File: src/common/iap_pkg.sv
// Purpose: Constants for the isolated ADC I/O port control block
// Assumes: Byte-wide I/O bus, 10-bit port address, one 20 MHz clock
// Notes:   Offsets are within the 16-location port block
package iap_pkg;
    localparam int         ADDR_W        = 10;
    localparam int         BASE_W        = 6;
    localparam int         RES_W         = 12;
    localparam int         CH_W          = 5;
    localparam int         GAIN_W        = 3;
    localparam logic [3:0] OFS_RES_LOW   = 4'h4;
    localparam logic [3:0] OFS_RES_HIGH  = 4'h5;
    localparam logic [3:0] OFS_GAIN      = 4'h9;
    localparam logic [3:0] OFS_CHANNEL   = 4'ha;
    localparam logic [3:0] OFS_TRIGGER   = 4'hc;
    localparam int         READY_BIT     = 4;
    localparam logic [4:0] RST_CHANNEL   = 5'h00;
    localparam logic [2:0] RST_GAIN      = 3'h0;
    localparam logic [4:0] RST_GAIN_MULT = 5'h01;
    localparam logic [11:0] RST_RESULT   = 12'h000;
    localparam logic       RST_FLAG      = 1'b1;
    localparam logic [7:0] UNUSED_READ   = 8'h00;
    // Conversion time of the converter, in ns, and its cycle count
    localparam int         CONV_TIME_NS  = 10000;
    localparam int         CLK_PERIOD_NS = 50;
    localparam int         CONV_CYCLES   =
        (CONV_TIME_NS + CLK_PERIOD_NS - 1) / CLK_PERIOD_NS;
endpackage : iap_pkg

File: src/verilog/iap_gain_decode.sv
// Purpose: Gain code to multiplier and range descriptor
// Assumes: Codes above 100 are unused by software
// Notes:   Unused codes fall back to gain 1
`timescale 1ns/1ps
module iap_gain_decode
    import iap_pkg::*;
(
    input  wire logic [2:0] gain_code,
    input  wire logic       span_strap,
    input  wire logic       polarity_strap,
    output logic      [4:0] gain_mult,
    output logic            range_valid
);
    always_comb begin
        unique case (gain_code)
            3'h0:    gain_mult = 5'h01;
            3'h1:    gain_mult = 5'h02;
            3'h2:    gain_mult = 5'h04;
            3'h3:    gain_mult = 5'h08;
            3'h4:    gain_mult = 5'h10;
            default: gain_mult = 5'h01;
        endcase
    end

    // 20V unipolar at gain 1 is an unused combination
    assign range_valid = !(span_strap && polarity_strap &&
                           gain_mult == 5'h01);
endmodule : iap_gain_decode

File: src/verilog/iap_port_ctrl.sv
// Purpose: I/O port decode, result registers and converter control
// Assumes: Bus strobes are one-cycle pulses synchronous to core_clk
// Notes:   Converter start is a one-cycle pulse; done latches the data
`timescale 1ns/1ps
module iap_port_ctrl
    import iap_pkg::*;
(
    input  wire logic        core_clk,
    input  wire logic        rst,
    input  wire logic [9:0]  io_addr,
    input  wire logic [7:0]  io_wdata,
    input  wire logic        io_rd,
    input  wire logic        io_wr,
    input  wire logic [5:0]  base_switch,
    output logic      [7:0]  io_rdata,
    output logic             io_sel,
    input  wire logic        span_strap,
    input  wire logic        polarity_strap,
    output logic             conv_start,
    input  wire logic        conv_done,
    input  wire logic [11:0] conv_data,
    output logic      [4:0]  mux_channel,
    output logic      [2:0]  gain_code,
    output logic      [4:0]  gain_mult,
    output logic             range_valid,
    output logic             span_20v,
    output logic             unipolar
);
    logic [3:0]  offset;
    logic        hit;
    logic        rd_low;
    logic        rd_high;
    logic        wr_gain;
    logic        wr_chan;
    logic        wr_trig;
    logic [11:0] conversion_result_reg;
    logic        result_pending_flag_reg;
    logic [4:0]  channel_reg;
    logic [2:0]  gain_reg;
    logic        start_reg;
    logic [7:0]  rdata_reg;

    assign offset  = io_addr[3:0];
    assign hit     = (io_addr[9:4] == base_switch);
    assign io_sel  = hit && (io_rd || io_wr);
    assign rd_low  = hit && io_rd && offset == OFS_RES_LOW;
    assign rd_high = hit && io_rd && offset == OFS_RES_HIGH;
    assign wr_gain = hit && io_wr && offset == OFS_GAIN;
    assign wr_chan = hit && io_wr && offset == OFS_CHANNEL;
    assign wr_trig = hit && io_wr && offset == OFS_TRIGGER;

    // Channel register drives the multiplexer straight away
    always_ff @(posedge core_clk) begin
        if (rst) begin
            channel_reg <= RST_CHANNEL;
        end else if (wr_chan) begin
            channel_reg <= io_wdata[4:0];
        end
    end

    always_ff @(posedge core_clk) begin
        if (rst) begin
            gain_reg <= RST_GAIN;
        end else if (wr_gain) begin
            gain_reg <= io_wdata[2:0];
        end
    end

    always_ff @(posedge core_clk) begin
        if (rst) begin
            start_reg <= 1'b0;
        end else begin
            start_reg <= wr_trig;
        end
    end

    // Only converter completion loads the result; bus writes never do
    always_ff @(posedge core_clk) begin
        if (rst) begin
            conversion_result_reg <= RST_RESULT;
        end else if (conv_done) begin
            conversion_result_reg <= conv_data;
        end
    end

    // Completion wins over a low-byte read in the same cycle
    always_ff @(posedge core_clk) begin
        if (rst) begin
            result_pending_flag_reg <= RST_FLAG;
        end else if (conv_done) begin
            result_pending_flag_reg <= 1'b0;
        end else if (rd_low) begin
            result_pending_flag_reg <= 1'b1;
        end
    end

    always_ff @(posedge core_clk) begin
        if (rst) begin
            rdata_reg <= UNUSED_READ;
        end else if (rd_low) begin
            rdata_reg <= conversion_result_reg[7:0];
        end else if (rd_high) begin
            rdata_reg <= {3'h0, result_pending_flag_reg,
                          conversion_result_reg[11:8]};
        end else if (hit && io_rd) begin
            rdata_reg <= UNUSED_READ;
        end
    end

    iap_gain_decode u_gain (
        .gain_code      (gain_reg),
        .span_strap     (span_strap),
        .polarity_strap (polarity_strap),
        .gain_mult      (gain_mult),
        .range_valid    (range_valid)
    );

    assign io_rdata    = rdata_reg;
    assign conv_start  = start_reg;
    assign mux_channel = channel_reg;
    assign gain_code   = gain_reg;
    assign span_20v    = span_strap;
    assign unipolar    = polarity_strap;
endmodule : iap_port_ctrl

File: config.mk
export PLATFORM = sky130hd
export DESIGN_NAME = iap_port_ctrl
export DESIGN_NICKNAME = d
export VERILOG_FILES = /design/src/common/iap_pkg.sv /design/src/verilog/iap_gain_decode.sv /design/src/verilog/iap_port_ctrl.sv
export SDC_FILE = /design/constraint.sdc
export NUM_CORES = 1
export LEC_CHECK = 0
export BUFFER_PORTS_ARGS = -buffer_cell sky130_fd_sc_hd__buf_4
export CAP_MARGIN = 25
export CORE_MARGIN = 1
export CORE_UTILIZATION = 49
export CTS_CLUSTER_DIAMETER = 80
export CTS_CLUSTER_SIZE = 20
export DETAILED_ROUTE_END_ITERATION = 12
export GPL_ROUTABILITY_DRIVEN = 0
export MAX_ROUTING_LAYER = met4
export PLACE_DENSITY = 0.84
export SLEW_MARGIN = 5
export SYNTH_ARGS = -nofsm -noshare
export SYNTH_HDL_FRONTEND = slang
export SYNTH_HIERARCHICAL = 1
export SYNTH_SLANG_ARGS = --single-unit
File: constraint.sdc
create_clock -name core_clk -period 2.5 [get_ports core_clk]
set_input_delay 0.5 -clock core_clk [delete_from_list [all_inputs] [get_ports core_clk]]
set_output_delay 0.5 -clock core_clk [all_outputs]
set_load 0.02 [all_outputs]
==> results.py <==
metrics = {
    "status": {
        "status": "complete, no violations",
    },
    "timing": {
        "final.setup.tns_ns": 0,
        "hold_viol": 0,
        "period_share": 0.784,
        "tightest_slew_ns": 0.441,
        "finalClockSkew_ns": 0.00408,
        "maxSlewViolCount": 0,
        "setup_viol": 0,
        "slew_headroom": 0.706,
        "rsz0062_at_grt": "false",
        "finalCriticalPeriod_ns": 1.96,
        "hold_slack_ns": 0.409,
        "fmax_mhz": 511,
    },
    "finish": {
        "final_cell_mix": "buf_4, dfxtp_1, mux2i_1",
        "nets": 254,
        "final_common_cell": "buf_4",
        "synthToLayoutAreaGrowth_pct": 39.1,
        "diodes": 0,
        "drive_above_1_share": 0.396,
        "largest_reg_flops": 12,
    },
    "placement": {
        "place.port_buffers": 65,
        "dp_hpwl_um": 2350,
    },
    "route": {
        "vias_per_cell": 5.31,
        "antenna_left": 0,
        "first_iter_violations": 55,
        "drc": 0,
        "finalWirelength_um": 3160,
        "drt-wirelength-per-cell_um": 13.0,
        "drt_first_pass_iters": 4,
        "dr_total_vias": 1290,
    },
    "power": {
        "max-vdd-ir-drop_mv": 0.446,
        "cellPowerDensity_nw_per_um2": 500,
        "p_leak_nw": 0.889,
    },
    "cts": {
        "clkSinkCount": 30,
        "cts_setup_buffers": 0,
        "cts_buffer_depth": 2,
        "cts.clk_slew.worst_paths_ns": 0.09,
        "clkLatencyLatePin_ns": 0.32,
        "cts-root-buf": "clkbuf_4",
        "ctsHtreeMaxLevel": 2,
        "cts_hold_buf": 0,
        "numCtsBuffers": 5,
        "cts_tree": "built",
        "cts_resized": 0,
    },
    "logic_synthesis": {
        "ys_warn_count": 6,
        "yosysSeqAreaShare": 0.418,
        "synth_cells": 148,
        "syn_area_um2": 1440,
        "synth_top_cell_area_share": 0.418,
        "synth_seq_cells": 30,
        "synth_cell_types": 31,
        "syn-num-nets": 191,
        "syn_avg_cell_area_um2": 9.71,
        "synth.area.top_cells": "dfxtp_1, mux2i_1, nand2b_1",
        "synth_area_leader_cell": "dfxtp_1",
    },
    "hold_path": {
        "hp-class": "in -> reg",
    },
    "worst_setup_path": {
        "required_ns": 2.00,
        "cp.arrival_ns": 1.46,
        "path_class": "in -> out",
        "cp-start-kind": "input pin",
        "path_max_fanout": 9,
        "endpoint_kind": "primary output",
    },
    "grt": {
        "grt_pass1_wl_um": 5270,
        "antenna_found_initial": 0,
        "grt_max_degree": 37,
        "grt_usage": 0.222,
        "grt_remaining_overflow": 0,
        "grt_pass1_vias": 1267,
    },
    "die": {
        "io_pins": 69,
        "die_y_um": 56.2,
        "die_x_um": 56.2,
        "die_area_um2": 3150,
        "start_util": 0.521,
        "core_um2": 2760,
        "num_rows": 19,
    },
    "run": {
        "maxCapViolCount": 0,
    },
}
## cell usage after synthesis (all sizes together)
cell type and instances:
a21oi 2, inv 3, nor4 2, or4 3, nand2b 20, o21ai 2
mux2 5, xnor2 6, nor3 2, mux2i 26, buf 5, or4b 1
o21a 1, or2 1, nand4 2, o211ai 1, nand4b 1, nor3b 3
clkbuf 5, and3b 1, dfxtp 30, a221o 1, nand3 1, nor2 16
or3b 2, nand2 6
## metrics by stage
| step | area (um^2) | setup slack [ns] | instances | util | power, W |
|---|---|---|---|---|---|
| finish | 2000 | 0.541 | 243 | 0.725 | 0.00100 |
| floorplan | 1440 | 0.573 | 148 | - | 0.000578 |
| global route | 2000 | 0.447 | 243 | 0.725 | 0.00105 |
| CTS | 2000 | 0.543 | 243 | 0.725 | 0.00101 |
| detailed placement | 1920 | 0.497 | 235 | 0.698 | 0.000641 |
| global placement | 1920 | 0.526 | 235 | 0.698 | 0.000636 |
## worst paths after layout
kind                                          startpoint                       end  cells after the start  slack [ns]
worst min-delay path                        conv_data[4]  conversion_result_reg[4]                      3        0.41
worst max register to register  conversion_result_reg[5]               io_rdata[5]                      3        1.40
worst max-delay path                      base_switch[3]                    io_sel                      5        0.54
worst min register to register            mux_channel[1]            mux_channel[1]                      2        0.48
## layer usage
metal	track usage	vias up	routed length, um	share of wire
li1	-	631	-	-
met1	0.236	611	1240	0.39
met2	0.389	42	1690	0.53
met3	0.0698	6	192	0.061
met4	0.0732	0	42	0.013
met5	-	-	0	0
## final cells by class
type | count | area [um^2]
multi-input cells | 105 | 778
fillers | 218 | 758
flip-flops and latches | 30 | 601
repair buffers | 66 | 495
clock buffers | 7 | 45.0
well taps | 31 | 38.8
clock inverters | 1 | 30.0
inverters | 3 | 11.3
## where the power goes
part | internal [W] | switching (W) | total (W)
Combinational | 0.0000774 | 0.0000568 | 0.000134
Clock | 0.000212 | 0.000157 | 0.000369
Sequential | 0.000490 | 0.00000595 | 0.000496
Total | 0.000780 | 0.000220 | 0.00100
## kinds of logic after synthesis
group                     share of synthesized area
and+or+nand+nor                               0.253
buffers and inverters                        0.0409
xor gates and xnor gates                     0.0366
muxes                                         0.220
DFF                                           0.418
AOI/OAI and AO/OA                            0.0313
## worst max-delay path, cell delays in order
cell	delay, ns
buf_4	0.11
xnor2_1	0.18
nand4_2	0.25
nor3_1	0.25
buf_4	0.17
Note: power is estimated with default switching activity, not from simulation.
